File: src/include/dssd_pkg.sv
// Package for the drive status signal detection block.
// Assumes a 125 MHz pclk and APB register access with 32-bit data.
package dssd_pkg;

  // Clock and control tick timing
  localparam int unsigned CLK_KHZ = 125000;
  localparam int unsigned TICK_MS = 10;
  localparam int unsigned TICK_CYCLES = TICK_MS * CLK_KHZ;
  localparam int unsigned ZC_MIN_HOLD_MS = 100;
  localparam logic [15:0] ZC_MIN_HOLD_TICKS = 16'(ZC_MIN_HOLD_MS / TICK_MS);

  // Register byte offsets
  localparam logic [7:0] OFS_AT_SPEED_BAND = 8'h00;
  localparam logic [7:0] OFS_FWD_DETECT_FREQ = 8'h04;
  localparam logic [7:0] OFS_REV_DETECT_FREQ = 8'h08;
  localparam logic [7:0] OFS_OVERCURRENT_LEVEL = 8'h0c;
  localparam logic [7:0] OFS_OVERCURRENT_DELAY = 8'h10;
  localparam logic [7:0] OFS_ZERO_CURRENT_LEVEL = 8'h14;
  localparam logic [7:0] OFS_ZERO_CURRENT_TIME = 8'h18;
  localparam logic [7:0] OFS_OVERCURRENT_RETENTION = 8'h1c;
  localparam logic [7:0] OFS_OVERCURRENT_TRIP_SELECT = 8'h20;
  localparam logic [7:0] OFS_TERMINAL_FUNC_SEL = 8'h24;
  localparam logic [7:0] OFS_RATED_CURRENT = 8'h28;
  localparam logic [7:0] OFS_STATUS = 8'h2c;

  // Reset values; frequencies in 0.1 Hz, times in 10 ms ticks, levels in percent
  localparam logic [7:0] RST_AT_SPEED_BAND = 8'h0a;
  localparam logic [15:0] RST_FWD_DETECT_FREQ = 16'h003c;
  localparam logic [15:0] RST_REV_DETECT_FREQ = 16'h270f;
  localparam logic [7:0] RST_OVERCURRENT_LEVEL = 8'h96;
  localparam logic [15:0] RST_OVERCURRENT_DELAY = 16'h0000;
  localparam logic [7:0] RST_ZERO_CURRENT_LEVEL = 8'h05;
  localparam logic [15:0] RST_ZERO_CURRENT_TIME = 16'h0032;
  localparam logic [15:0] RST_OVERCURRENT_RETENTION = 16'h000a;
  localparam logic RST_OVERCURRENT_TRIP_SELECT = 1'b0;
  localparam logic [7:0] RST_TERM_SEL_A = 8'h01;
  localparam logic [7:0] RST_TERM_SEL_B = 8'h04;
  localparam logic [7:0] RST_TERM_SEL_C = 8'h5b;
  localparam logic [15:0] RST_RATED_CURRENT = 16'h03e8;

  // Sentinel for "same as forward" and "hold until start"
  localparam logic [15:0] SENTINEL = 16'h270f;

  // Terminal function codes, positive polarity; negative adds NEG_OFS
  localparam logic [7:0] CODE_AT_SPEED = 8'h01;
  localparam logic [7:0] CODE_FREQ_REACHED = 8'h04;
  localparam logic [7:0] CODE_OVERCURRENT = 8'h0c;
  localparam logic [7:0] CODE_ZERO_CURRENT = 8'h0d;
  localparam logic [7:0] CODE_HW_FAULT = 8'h5b;
  localparam logic [7:0] NEG_OFS = 8'h64;
  localparam logic [7:0] CODE_NEG_MAX = 8'hc7;

  // Status register bit positions
  localparam int unsigned ST_HW_FAULT = 0;
  localparam int unsigned ST_AT_SPEED = 1;
  localparam int unsigned ST_FREQ_REACHED = 2;
  localparam int unsigned ST_OVERCURRENT = 3;
  localparam int unsigned ST_ZERO_CURRENT = 4;
  localparam int unsigned ST_OC_TRIP = 5;

  // Drive measurements and state, same clock domain
  typedef struct packed {
    logic [15:0] out_freq_pre_slip;
    logic [15:0] set_freq;
    logic [15:0] out_current;
    logic running;
    logic start_cmd;
    logic dc_brake;
    logic reverse;
    logic drive_reset;
  } dssd_meas_s;

  // Fault event pulses
  typedef struct packed {
    logic brake_transistor_alarm;
    logic earth_fault_at_start;
    logic accel_overcurrent_trip;
    logic accel_oc_is_earth_fault;
    logic output_phase_loss;
    logic param_storage_fault;
    logic processor_fault;
    logic inrush_limit_fault;
  } dssd_fault_s;

  // Detection flags
  typedef struct packed {
    logic hw_fault_out;
    logic at_speed_flag;
    logic freq_reached_flag;
    logic overcurrent_detect_out;
    logic zero_current_detect_out;
  } dssd_flags_s;

endpackage

File: src/hw/dssd_top.sv
// Drive status signal detection: frequency, current and fault status outputs.
// Assumes measurements and fault pulses come from logic on pclk, and an APB master.
`timescale 1ns/1ps
`default_nettype none

// What this block does
// RL1: Raise hardware-fault output on internal circuit failure or wiring mistake faults.
// RL2: Hardware-fault sources: brake transistor, earth fault, phase loss, storage, processor, inrush.
// RL3: Earth fault reported as acceleration overcurrent still raises hardware-fault.
// RL4: Codes 91/191, 1/101, 4/104, 12/112 select signals; high code inverts.
// RL5: At-speed when output frequency within programmable percent band of set frequency.
// RL6: Frequency reached when output frequency at or above forward detection frequency.
// RL7: Reverse uses its own detection frequency unless it holds the sentinel.
// RL8: At-speed and frequency-reached forced off during DC injection braking.
// RL9: Frequency comparisons use the output frequency before slip compensation.
// RL10: Overcurrent threshold is a percentage of rated current, default 150.
// RL11: Overcurrent detect after current above threshold while running beyond the delay.
// RL12: Overcurrent detect stays on for the retention time.
// RL13: Retention sentinel holds overcurrent detect until the next start command.
// RL14: Trip select 1 trips and reports overcurrent fault when detection asserts.
// RL15: Trip select 0 keeps operating while overcurrent detect is on.
// RL16: After a trip, detect holds for retention, or until reset with sentinel.
// RL17: Trip select set while detect on causes no trip until detect drops.
// RL18: Zero-current threshold is a percentage of rated current, default 5.
// RL19: Zero-current detect after current below threshold for the programmed time.
// RL20: Zero-current detect holds on for about 0.1 s minimum.
// RL21: Codes 13 and 113 select zero-current detect.
// RL22: Zero-current level of 0 disables zero-current detection.
// RL23: Codes 0 to 99 conduct when active; 100 to 199 conduct when inactive.
// RL24: All times counted in control ticks derived from pclk.
// RL25: Percent thresholds scaled against rated current or set frequency.
module dssd_top #(
  parameter int unsigned TICK_LEN = dssd_pkg::TICK_CYCLES
) (
  input wire logic pclk,
  input wire logic presetn,
  input wire logic clk_en,
  input wire logic psel,
  input wire logic penable,
  input wire logic pwrite,
  input wire logic [7:0] paddr,
  input wire logic [31:0] pwdata,
  output logic [31:0] prdata,
  output logic pready,
  output logic pslverr,
  input wire dssd_pkg::dssd_meas_s meas,
  input wire dssd_pkg::dssd_fault_s faults,
  output dssd_pkg::dssd_flags_s flags,
  output logic overcurrent_detect_trip,
  output logic [2:0] term_out
);
  import dssd_pkg::*;

  logic [7:0] at_speed_band;
  logic [15:0] fwd_detect_freq;
  logic [15:0] rev_detect_freq;
  logic [7:0] overcurrent_level;
  logic [15:0] overcurrent_delay;
  logic [7:0] zero_current_level;
  logic [15:0] zero_current_time;
  logic [15:0] overcurrent_retention;
  logic overcurrent_trip_select;
  logic [7:0] terminal_func_sel_a;
  logic [7:0] terminal_func_sel_b;
  logic [7:0] terminal_func_sel_c;
  logic [15:0] rated_current;

  logic [31:0] tick_cnt;
  logic tick;
  logic [15:0] oc_dly_cnt;
  logic [15:0] oc_ret_cnt;
  logic [15:0] zc_dly_cnt;
  logic [15:0] zc_hold_cnt;
  logic start_d;
  logic start_rise;
  logic oc_over;
  logic zc_under;
  logic oc_set;
  logic [15:0] freq_thr;
  logic [15:0] freq_diff;
  logic hw_fault_event;
  logic [4:0] func_vec;
  logic access;
  logic [31:0] next_prdata;
  logic next_pslverr;

  // Percentage of a base value, result saturated to 16 bits
  function automatic logic [15:0] pct_of(input logic [15:0] base, input logic [7:0] pct);
    logic [23:0] prod;
    logic [23:0] quo;
    prod = base * pct;
    quo = prod / 24'd100;
    pct_of = (quo > 24'h00ffff) ? 16'hffff : quo[15:0];
  endfunction

  // Codes 100 to 199 invert; unassigned codes stay off
  function automatic logic term_level(input logic [7:0] code, input logic [4:0] fv);
    logic [7:0] base;
    logic neg;
    neg = (code >= NEG_OFS) && (code <= CODE_NEG_MAX);
    base = neg ? code - NEG_OFS : code;
    term_level = 1'b0;
    if (base == CODE_HW_FAULT) begin
      term_level = fv[0] ^ neg;
    end else if (base == CODE_AT_SPEED) begin
      term_level = fv[1] ^ neg;
    end else if (base == CODE_FREQ_REACHED) begin
      term_level = fv[2] ^ neg;
    end else if (base == CODE_OVERCURRENT) begin
      term_level = fv[3] ^ neg;
    end else if (base == CODE_ZERO_CURRENT) begin
      term_level = fv[4] ^ neg;
    end
  endfunction

  // Control tick
  always_ff @(posedge pclk or negedge presetn) begin
    if (!presetn) begin
      tick_cnt <= 32'h0000_0000;
      tick <= 1'b0;
    end else if (clk_en) begin
      if (tick_cnt >= TICK_LEN - 1) begin
        tick_cnt <= 32'h0000_0000;
        tick <= 1'b1; // RL24
      end else begin
        tick_cnt <= tick_cnt + 32'h0000_0001;
        tick <= 1'b0;
      end
    end
  end

  // APB slave: one wait state, registered read data
  assign access = psel && penable;

  always_comb begin
    next_prdata = 32'h0000_0000;
    next_pslverr = 1'b0;
    if (paddr == OFS_AT_SPEED_BAND) begin
      next_prdata = 32'(at_speed_band);
    end else if (paddr == OFS_FWD_DETECT_FREQ) begin
      next_prdata = 32'(fwd_detect_freq);
    end else if (paddr == OFS_REV_DETECT_FREQ) begin
      next_prdata = 32'(rev_detect_freq);
    end else if (paddr == OFS_OVERCURRENT_LEVEL) begin
      next_prdata = 32'(overcurrent_level);
    end else if (paddr == OFS_OVERCURRENT_DELAY) begin
      next_prdata = 32'(overcurrent_delay);
    end else if (paddr == OFS_ZERO_CURRENT_LEVEL) begin
      next_prdata = 32'(zero_current_level);
    end else if (paddr == OFS_ZERO_CURRENT_TIME) begin
      next_prdata = 32'(zero_current_time);
    end else if (paddr == OFS_OVERCURRENT_RETENTION) begin
      next_prdata = 32'(overcurrent_retention);
    end else if (paddr == OFS_OVERCURRENT_TRIP_SELECT) begin
      next_prdata = 32'(overcurrent_trip_select);
    end else if (paddr == OFS_TERMINAL_FUNC_SEL) begin
      next_prdata = {8'h00, terminal_func_sel_c, terminal_func_sel_b, terminal_func_sel_a};
    end else if (paddr == OFS_RATED_CURRENT) begin
      next_prdata = 32'(rated_current);
    end else if (paddr == OFS_STATUS) begin
      next_prdata = {26'h0000000, overcurrent_detect_trip, flags.zero_current_detect_out,
        flags.overcurrent_detect_out, flags.freq_reached_flag, flags.at_speed_flag, flags.hw_fault_out};
    end else begin
      next_pslverr = 1'b1;
    end
  end

  always_ff @(posedge pclk or negedge presetn) begin
    if (!presetn) begin
      pready <= 1'b0;
      prdata <= 32'h0000_0000;
      pslverr <= 1'b0;
    end else if (clk_en) begin
      pready <= access && !pready;
      pslverr <= access && !pready && next_pslverr;
      if (access && !pready && !pwrite) begin
        prdata <= next_prdata;
      end
    end
  end

  // Configuration registers, written at the completing access edge
  always_ff @(posedge pclk or negedge presetn) begin
    if (!presetn) begin
      at_speed_band <= RST_AT_SPEED_BAND;
      fwd_detect_freq <= RST_FWD_DETECT_FREQ;
      rev_detect_freq <= RST_REV_DETECT_FREQ;
      overcurrent_level <= RST_OVERCURRENT_LEVEL;
      overcurrent_delay <= RST_OVERCURRENT_DELAY;
      zero_current_level <= RST_ZERO_CURRENT_LEVEL;
      zero_current_time <= RST_ZERO_CURRENT_TIME;
      overcurrent_retention <= RST_OVERCURRENT_RETENTION;
      overcurrent_trip_select <= RST_OVERCURRENT_TRIP_SELECT;
      terminal_func_sel_a <= RST_TERM_SEL_A;
      terminal_func_sel_b <= RST_TERM_SEL_B;
      terminal_func_sel_c <= RST_TERM_SEL_C;
      rated_current <= RST_RATED_CURRENT;
    end else if (clk_en && access && pready && pwrite) begin
      if (paddr == OFS_AT_SPEED_BAND) begin
        at_speed_band <= pwdata[7:0];
      end else if (paddr == OFS_FWD_DETECT_FREQ) begin
        fwd_detect_freq <= pwdata[15:0];
      end else if (paddr == OFS_REV_DETECT_FREQ) begin
        rev_detect_freq <= pwdata[15:0];
      end else if (paddr == OFS_OVERCURRENT_LEVEL) begin
        overcurrent_level <= pwdata[7:0];
      end else if (paddr == OFS_OVERCURRENT_DELAY) begin
        overcurrent_delay <= pwdata[15:0];
      end else if (paddr == OFS_ZERO_CURRENT_LEVEL) begin
        zero_current_level <= pwdata[7:0];
      end else if (paddr == OFS_ZERO_CURRENT_TIME) begin
        zero_current_time <= pwdata[15:0];
      end else if (paddr == OFS_OVERCURRENT_RETENTION) begin
        overcurrent_retention <= pwdata[15:0];
      end else if (paddr == OFS_OVERCURRENT_TRIP_SELECT) begin
        overcurrent_trip_select <= pwdata[0];
      end else if (paddr == OFS_TERMINAL_FUNC_SEL) begin
        terminal_func_sel_a <= pwdata[7:0];
        terminal_func_sel_b <= pwdata[15:8];
        terminal_func_sel_c <= pwdata[23:16];
      end else if (paddr == OFS_RATED_CURRENT) begin
        rated_current <= pwdata[15:0];
      end
    end
  end

  // Hardware fault sources
  assign hw_fault_event = faults.brake_transistor_alarm | faults.earth_fault_at_start // RL2
    | (faults.accel_overcurrent_trip & faults.accel_oc_is_earth_fault) // RL3
    | faults.output_phase_loss | faults.param_storage_fault
    | faults.processor_fault | faults.inrush_limit_fault;

  always_ff @(posedge pclk or negedge presetn) begin
    if (!presetn) begin
      flags.hw_fault_out <= 1'b0;
    end else if (clk_en) begin
      if (hw_fault_event) begin
        flags.hw_fault_out <= 1'b1; // RL1
      end else if (meas.drive_reset) begin
        flags.hw_fault_out <= 1'b0;
      end
    end
  end

  // Frequency detection on pre-slip output frequency
  assign freq_thr = (meas.reverse && rev_detect_freq != SENTINEL) ? rev_detect_freq // RL7
    : fwd_detect_freq;
  assign freq_diff = (meas.out_freq_pre_slip >= meas.set_freq) // RL9
    ? meas.out_freq_pre_slip - meas.set_freq
    : meas.set_freq - meas.out_freq_pre_slip;

  always_ff @(posedge pclk or negedge presetn) begin
    if (!presetn) begin
      flags.at_speed_flag <= 1'b0;
      flags.freq_reached_flag <= 1'b0;
    end else if (clk_en) begin
      if (meas.dc_brake) begin
        flags.at_speed_flag <= 1'b0; // RL8
        flags.freq_reached_flag <= 1'b0; // RL8
      end else begin
        flags.at_speed_flag <= freq_diff <= pct_of(meas.set_freq, at_speed_band); // RL5 RL25
        flags.freq_reached_flag <= meas.out_freq_pre_slip >= freq_thr; // RL6
      end
    end
  end

  // Start edge detection
  always_ff @(posedge pclk or negedge presetn) begin
    if (!presetn) begin
      start_d <= 1'b0;
    end else if (clk_en) begin
      start_d <= meas.start_cmd;
    end
  end
  assign start_rise = meas.start_cmd && !start_d;

  // Overcurrent detection
  assign oc_over = meas.running && (meas.out_current > pct_of(rated_current, overcurrent_level)); // RL10 RL25
  assign oc_set = oc_over && tick && (oc_dly_cnt >= overcurrent_delay) && !flags.overcurrent_detect_out;

  always_ff @(posedge pclk or negedge presetn) begin
    if (!presetn) begin
      oc_dly_cnt <= 16'h0000;
    end else if (clk_en) begin
      if (!oc_over) begin
        oc_dly_cnt <= 16'h0000;
      end else if (tick && oc_dly_cnt != 16'hffff) begin
        oc_dly_cnt <= oc_dly_cnt + 16'h0001; // RL11
      end
    end
  end

  always_ff @(posedge pclk or negedge presetn) begin
    if (!presetn) begin
      flags.overcurrent_detect_out <= 1'b0;
      oc_ret_cnt <= 16'h0000;
    end else if (clk_en) begin
      if (oc_set) begin
        flags.overcurrent_detect_out <= 1'b1; // RL11
        oc_ret_cnt <= 16'h0000;
      end else if (flags.overcurrent_detect_out) begin
        if (overcurrent_retention == SENTINEL) begin
          if (overcurrent_detect_trip ? meas.drive_reset : start_rise) begin
            flags.overcurrent_detect_out <= 1'b0; // RL13 RL16
          end
        end else if (tick) begin
          if (oc_ret_cnt + 16'h0001 >= overcurrent_retention) begin
            flags.overcurrent_detect_out <= 1'b0; // RL12 RL16
          end else begin
            oc_ret_cnt <= oc_ret_cnt + 16'h0001;
          end
        end
      end
    end
  end

  // Trip only at the assertion edge, so a late select change waits for the next one
  always_ff @(posedge pclk or negedge presetn) begin
    if (!presetn) begin
      overcurrent_detect_trip <= 1'b0;
    end else if (clk_en) begin
      if (oc_set && overcurrent_trip_select) begin
        overcurrent_detect_trip <= 1'b1; // RL14 RL17
      end else if (meas.drive_reset) begin
        overcurrent_detect_trip <= 1'b0; // RL15
      end
    end
  end

  // Zero-current detection
  assign zc_under = meas.running && (zero_current_level != 8'h00) // RL22
    && (meas.out_current < pct_of(rated_current, zero_current_level)); // RL18 RL25

  always_ff @(posedge pclk or negedge presetn) begin
    if (!presetn) begin
      zc_dly_cnt <= 16'h0000;
    end else if (clk_en) begin
      if (!zc_under) begin
        zc_dly_cnt <= 16'h0000;
      end else if (tick && zc_dly_cnt != 16'hffff) begin
        zc_dly_cnt <= zc_dly_cnt + 16'h0001;
      end
    end
  end

  always_ff @(posedge pclk or negedge presetn) begin
    if (!presetn) begin
      flags.zero_current_detect_out <= 1'b0;
      zc_hold_cnt <= 16'h0000;
    end else if (clk_en) begin
      if (!flags.zero_current_detect_out) begin
        if (zc_under && tick && zc_dly_cnt >= zero_current_time) begin
          flags.zero_current_detect_out <= 1'b1; // RL19
          zc_hold_cnt <= 16'h0000;
        end
      end else if (tick) begin
        if (zc_hold_cnt < ZC_MIN_HOLD_TICKS) begin
          zc_hold_cnt <= zc_hold_cnt + 16'h0001; // RL20
        end else if (!zc_under) begin
          flags.zero_current_detect_out <= 1'b0;
        end
      end
    end
  end

  // Terminal outputs
  assign func_vec = {flags.zero_current_detect_out, flags.overcurrent_detect_out,
    flags.freq_reached_flag, flags.at_speed_flag, flags.hw_fault_out};

  always_ff @(posedge pclk or negedge presetn) begin
    if (!presetn) begin
      term_out <= 3'b000;
    end else if (clk_en) begin
      term_out[0] <= term_level(terminal_func_sel_a, func_vec); // RL4 RL21 RL23
      term_out[1] <= term_level(terminal_func_sel_b, func_vec); // RL4 RL21 RL23
      term_out[2] <= term_level(terminal_func_sel_c, func_vec); // RL4 RL21 RL23
    end
  end

endmodule

`default_nettype wire

File: config.mk
export PLATFORM = sky130hd
export DESIGN_NAME = dssd_top
export DESIGN_NICKNAME = d
export VERILOG_FILES = /design/src/include/dssd_pkg.sv /design/src/hw/dssd_top.sv
export SDC_FILE = /design/constraint.sdc
export NUM_CORES = 2
export LEC_CHECK = 0
export BUFFER_PORTS_ARGS = -buffer_cell sky130_fd_sc_hd__buf_2
export CORE_ASPECT_RATIO = 1.2
export CORE_UTILIZATION = 35
export CTS_CLUSTER_SIZE = 12
export DETAILED_ROUTE_END_ITERATION = 8
export SETUP_SLACK_MARGIN = 0.15
export SLEW_MARGIN = 15
export SYNTH_ARGS = -nofsm -noshare
export SYNTH_HDL_FRONTEND = slang
export SYNTH_SLANG_ARGS = --single-unit
File: constraint.sdc
create_clock -name pclk -period 20.6 [get_ports pclk]
set_input_delay 5.15 -clock pclk [delete_from_list [all_inputs] [get_ports pclk]]
set_output_delay 5.15 -clock pclk [all_outputs]
set_load 0.01 [all_outputs]
==> qor.yml <==
timing:
  rsz0062_at_grt: "yes"
  slew_viol_final: 0
  finalWorstPathRequiredPeriod_ns: 20.64
  skew_final_ns: 0.00974
  worst_rel_slew_slack_pct: 17.8
  slew_at_the_pin_closest_to_its_max_slew_limit_ns: 1.20
  final_hold_violations: 0
  post-route-worst-setup-slack_ns: -0.0402
  achievable-frequency_mhz: 48.4
  finalSetupViolCount: 1
  min_period_over_period_pct: 100
detailed_routing:
  number_of_routed_nets_with_antenna_violations: 0
  finalWirelength_mm: 132
  wire_per_inst_um: 18.1
  routed_via_density: 5.67
  detailedRoute.firstPassIterationCount: 6
  drc: 0
  drt-initial-drc-count: 2655
  via_count: 41300
min_path:
  worst_hold_path_type: "reg2reg"
  hold_depth: 2
cells_and_area:
  final_design_area_no_fill_um2: 49900
  utilization_pct: 40.9
  layout-drive-gt1-share_pct: 21.5
  synthToLayoutAreaGrowth_pct: 15.4
  mostFrequentLayoutCells: "sky130_fd_sc_hd__nand2_1 (525), sky130_fd_sc_hd__buf_4 (457), sky130_fd_sc_hd__inv_1 (387)"
  leading_cell_type_in_the_layout_fill_and_taps_excluded: "sky130_fd_sc_hd__nand2_1"
  net_total_in_the_final_layout: 6265
clock_network:
  clockBufferDepth: 3
  clkLatencyLatePin_ns: 0.57
  cts_tree: "done"
  cts_buffers: 29
  cts.reportedPaths.clkPinSlew_ns: 0.06
  cts.root.buffer_cell: "sky130_fd_sc_hd__clkbuf_16"
  holdBufCountCts: 0
  cts_max_level: 1
  clock_sinks: 278
placement:
  dp.final_hpwl_mm: 104
  port-buffer-count: 133
  gp_congestion: 0.927
  dpl_cell_area_um2: 48100
logic_synthesis:
  synth_top_cell_by_area: "sky130_fd_sc_hd__dfrtp_1"
  synth.top_cells.by_area: "sky130_fd_sc_hd__dfrtp_1 (14%), sky130_fd_sc_hd__fa_1 (12%), sky130_fd_sc_hd__ha_1 (8.2%)"
  yosys_synthesis_warning_count: 0
  synth-edff-count: 0
  synth-async-reset-ratio_pct: 100
  synthesis.area_per_instance_um2: 8.25
  synth.distinct_cells: 169
  postSynth.topFlopCell: "sky130_fd_sc_hd__dfrtp_1"
  yosysTopAreaCellShare_pct: 13.9
  mappedNetlistArea_um2: 43200
  number_of_synthesized_register_bits: 278
  synth_cells: 5240
  seq_area_frac_synth_pct: 16.2
pwr:
  total_power_mw: 1.47
  ir_drop_v: 0.0000494
  power_per_cell_area_nw_per_um2: 29.5
  power.leakage_nw: 22.8
critical_path:
  worstPathMaxFanout: 12
  critPathMaxStageDelay_ns: 0.63
  critical-path-top-cell-by-count: "sky130_fd_sc_hd__buf_4"
  kind_of_start_point_of_the_critical_path: "primary input"
  timing.critical_path.to_type: "flip-flop"
  crit_path_dat_ns: 21.09
  timing.critical_path.slowest_stage_cell: "sky130_fd_sc_hd__fa_2"
  critical_setup_path_kind: "in2reg"
  worst_ep_required_time_ns: 21.05
  timing.reg2reg.worst_path_depth: 71
floorplan:
  num_io_pins: 150
  core_area_um2: 122000
  floorplan.initialDensity_pct: 35.5
  fp-row-count: 140
  die_area_um2: 125000
  die_x_um: 323
  die-height_um: 387
global_route:
  grt_max_degree: 76
  number_of_antenna_violations_at_the_first_check_in_global_routing: 14
  grt_overflow_total: 0
  grt_pass1_vias: 40600
  track_usage_pct: 20.7
  grt_first_pass_wirelength_mm: 214
run_status:
  violated_checks: "setup timing"
  status: "finished with violations"
run:
  total_of_max_cap_violations: 0
## kinds of logic (layout without fill, tap and decap cells)
group,Yosys count,count (layout),share of synthesized area (%)
mux,239,239,6.08
other cells,1,15,0.00867
compound gates,1444,1444,24.5
simple gates,1872,1872,22.1
flops,278,278,16.2
buf+inv,638,1033,6.34
xor+xnor,219,219,4.50
fa+ha+maj,549,549,20.2
## registers in the layout (all words and copies together), names as in the netlist, 3 cells and up
register / cells
tick_cnt: 32
prdata: 24
fwd_detect_freq: 16
oc_dly_cnt: 16
oc_ret_cnt: 16
overcurrent_delay: 16
overcurrent_retention: 16
rated_current: 16
rev_detect_freq: 16
zc_dly_cnt: 16
zc_hold_cnt: 16
zero_current_time: 16
at_speed_band: 8
overcurrent_level: 8
terminal_func_sel_a: 8
terminal_func_sel_b: 8
terminal_func_sel_c: 8
zero_current_level: 8
flags: 5
term_out: 3
## critical path: cells and delay by family
| family | cells | cell delay [ns] |
|---|---|---|
| AO/OA/AOI/OAI | 37 | 7.83 |
| XOR/XNOR | 2 | 0.60 |
| adder cells (fa/ha/maj) | 7 | 3.03 |
| AND/OR/NAND/NOR | 17 | 2.68 |
| buffers and inverters | 9 | 1.38 |
| multiplexers | 1 | 0.40 |
## per-layer routing
| metal | vias up | part of all wire [%] | GRT usage, % |
|---|---|---|---|
| li1 | 19700 | - | - |
| met1 | 20300 | 44 | 26.9 |
| met2 | 1098 | 49 | 36.0 |
| met3 | 206 | 4.2 | 1.46 |
| met4 | 4 | 3.1 | 6.61 |
| met5 | - | 0.020 | 0 |
## through the flow
step / hold slack (ns) / setup TNS [ns] / setup WS [ns] / cells
after detailed placement: 0.480 / -1.23 / -1.23 / 7193
final: 0.478 / -0.0402 / -0.0402 / 7282
after global placement: 0.462 / -1.22 / -1.22 / 7193
after CTS: 0.493 / 0 / 0.152 / 7264
after global routing: 0.510 / -1.02 / -1.02 / 7280
after floorplan: 0.459 / 0 / 0.153 / 5247
## worst paths after layout
| kind | from | to | slack (ns) |
|---|---|---|---|
| worst max-delay path | meas[23] | flags[3] | -0.04 |
| worst min-delay path | prdata[5] | prdata[5] | 0.48 |
| worst max register to register | overcurrent_level[4] | oc_dly_cnt[11] | 1.45 |
| worst min register to register | prdata[5] | prdata[5] | 0.48 |
| max in group asynchronous | presetn | rated_current[1] | 14.56 |
| min in group asynchronous | presetn | zc_hold_cnt[9] | 4.52 |
## cells in the mapped netlist (25+ instances only)
master and count:
sky130_fd_sc_hd__inv_1 387, sky130_fd_sc_hd__xnor2_1 123, sky130_fd_sc_hd__or2_2 31, sky130_fd_sc_hd__nor4_1 44, sky130_fd_sc_hd__fa_1 254, sky130_fd_sc_hd__nor3_1 116, sky130_fd_sc_hd__o22ai_1 34, sky130_fd_sc_hd__clkbuf_1 159
sky130_fd_sc_hd__or3_1 30, sky130_fd_sc_hd__a31oi_1 70, sky130_fd_sc_hd__buf_2 29, sky130_fd_sc_hd__o21a_1 63, sky130_fd_sc_hd__mux2i_1 65, sky130_fd_sc_hd__a211oi_1 58, sky130_fd_sc_hd__a221oi_1 25, sky130_fd_sc_hd__and2_1 231
sky130_fd_sc_hd__o21ai_1 39, sky130_fd_sc_hd__and3_1 57, sky130_fd_sc_hd__nand2_1 526, sky130_fd_sc_hd__nand4_1 61, sky130_fd_sc_hd__xor2_1 92, sky130_fd_sc_hd__dfrtp_1 240, sky130_fd_sc_hd__nor2_1 364, sky130_fd_sc_hd__nand3_1 154
sky130_fd_sc_hd__o21ai_0 232, sky130_fd_sc_hd__a21oi_1 273, sky130_fd_sc_hd__nor2b_1 55, sky130_fd_sc_hd__mux2_2 164, sky130_fd_sc_hd__o31ai_1 33, sky130_fd_sc_hd__o211ai_1 68, sky130_fd_sc_hd__ha_1 285, sky130_fd_sc_hd__a21o_1 75
sky130_fd_sc_hd__dfstp_2 38, sky130_fd_sc_hd__nand2b_1 58
## report_power, final
group | internal (mW) | leakage [nW] | switching, mW | total, mW
sequential | 0.564 | 3.61 | 0.0204 | 0.584
clock | 0.288 | 0.435 | 0.220 | 0.508
combinational | 0.167 | 18.7 | 0.215 | 0.382
## cell type report
cell class | count | area, um2
antenna | 7 | 17.5
clock buffer | 49 | 841
clock inverter | 5 | 53.8
fill | 12500 | 72000
inverter | 389 | 1460
multi-input combinational | 4331 | 34300
sequential | 278 | 7030
tap | 1633 | 2040
timing repair buffer | 590 | 4150
## repair_timing
item,in CTS,in global routing
endpoints found under the hold margin,0,0
gates resized for setup,85,54
setup endpoints to repair,1,62
pin swaps,58,30
setup buffers,17,11
Note: power is estimated with default switching activity, not from simulation.
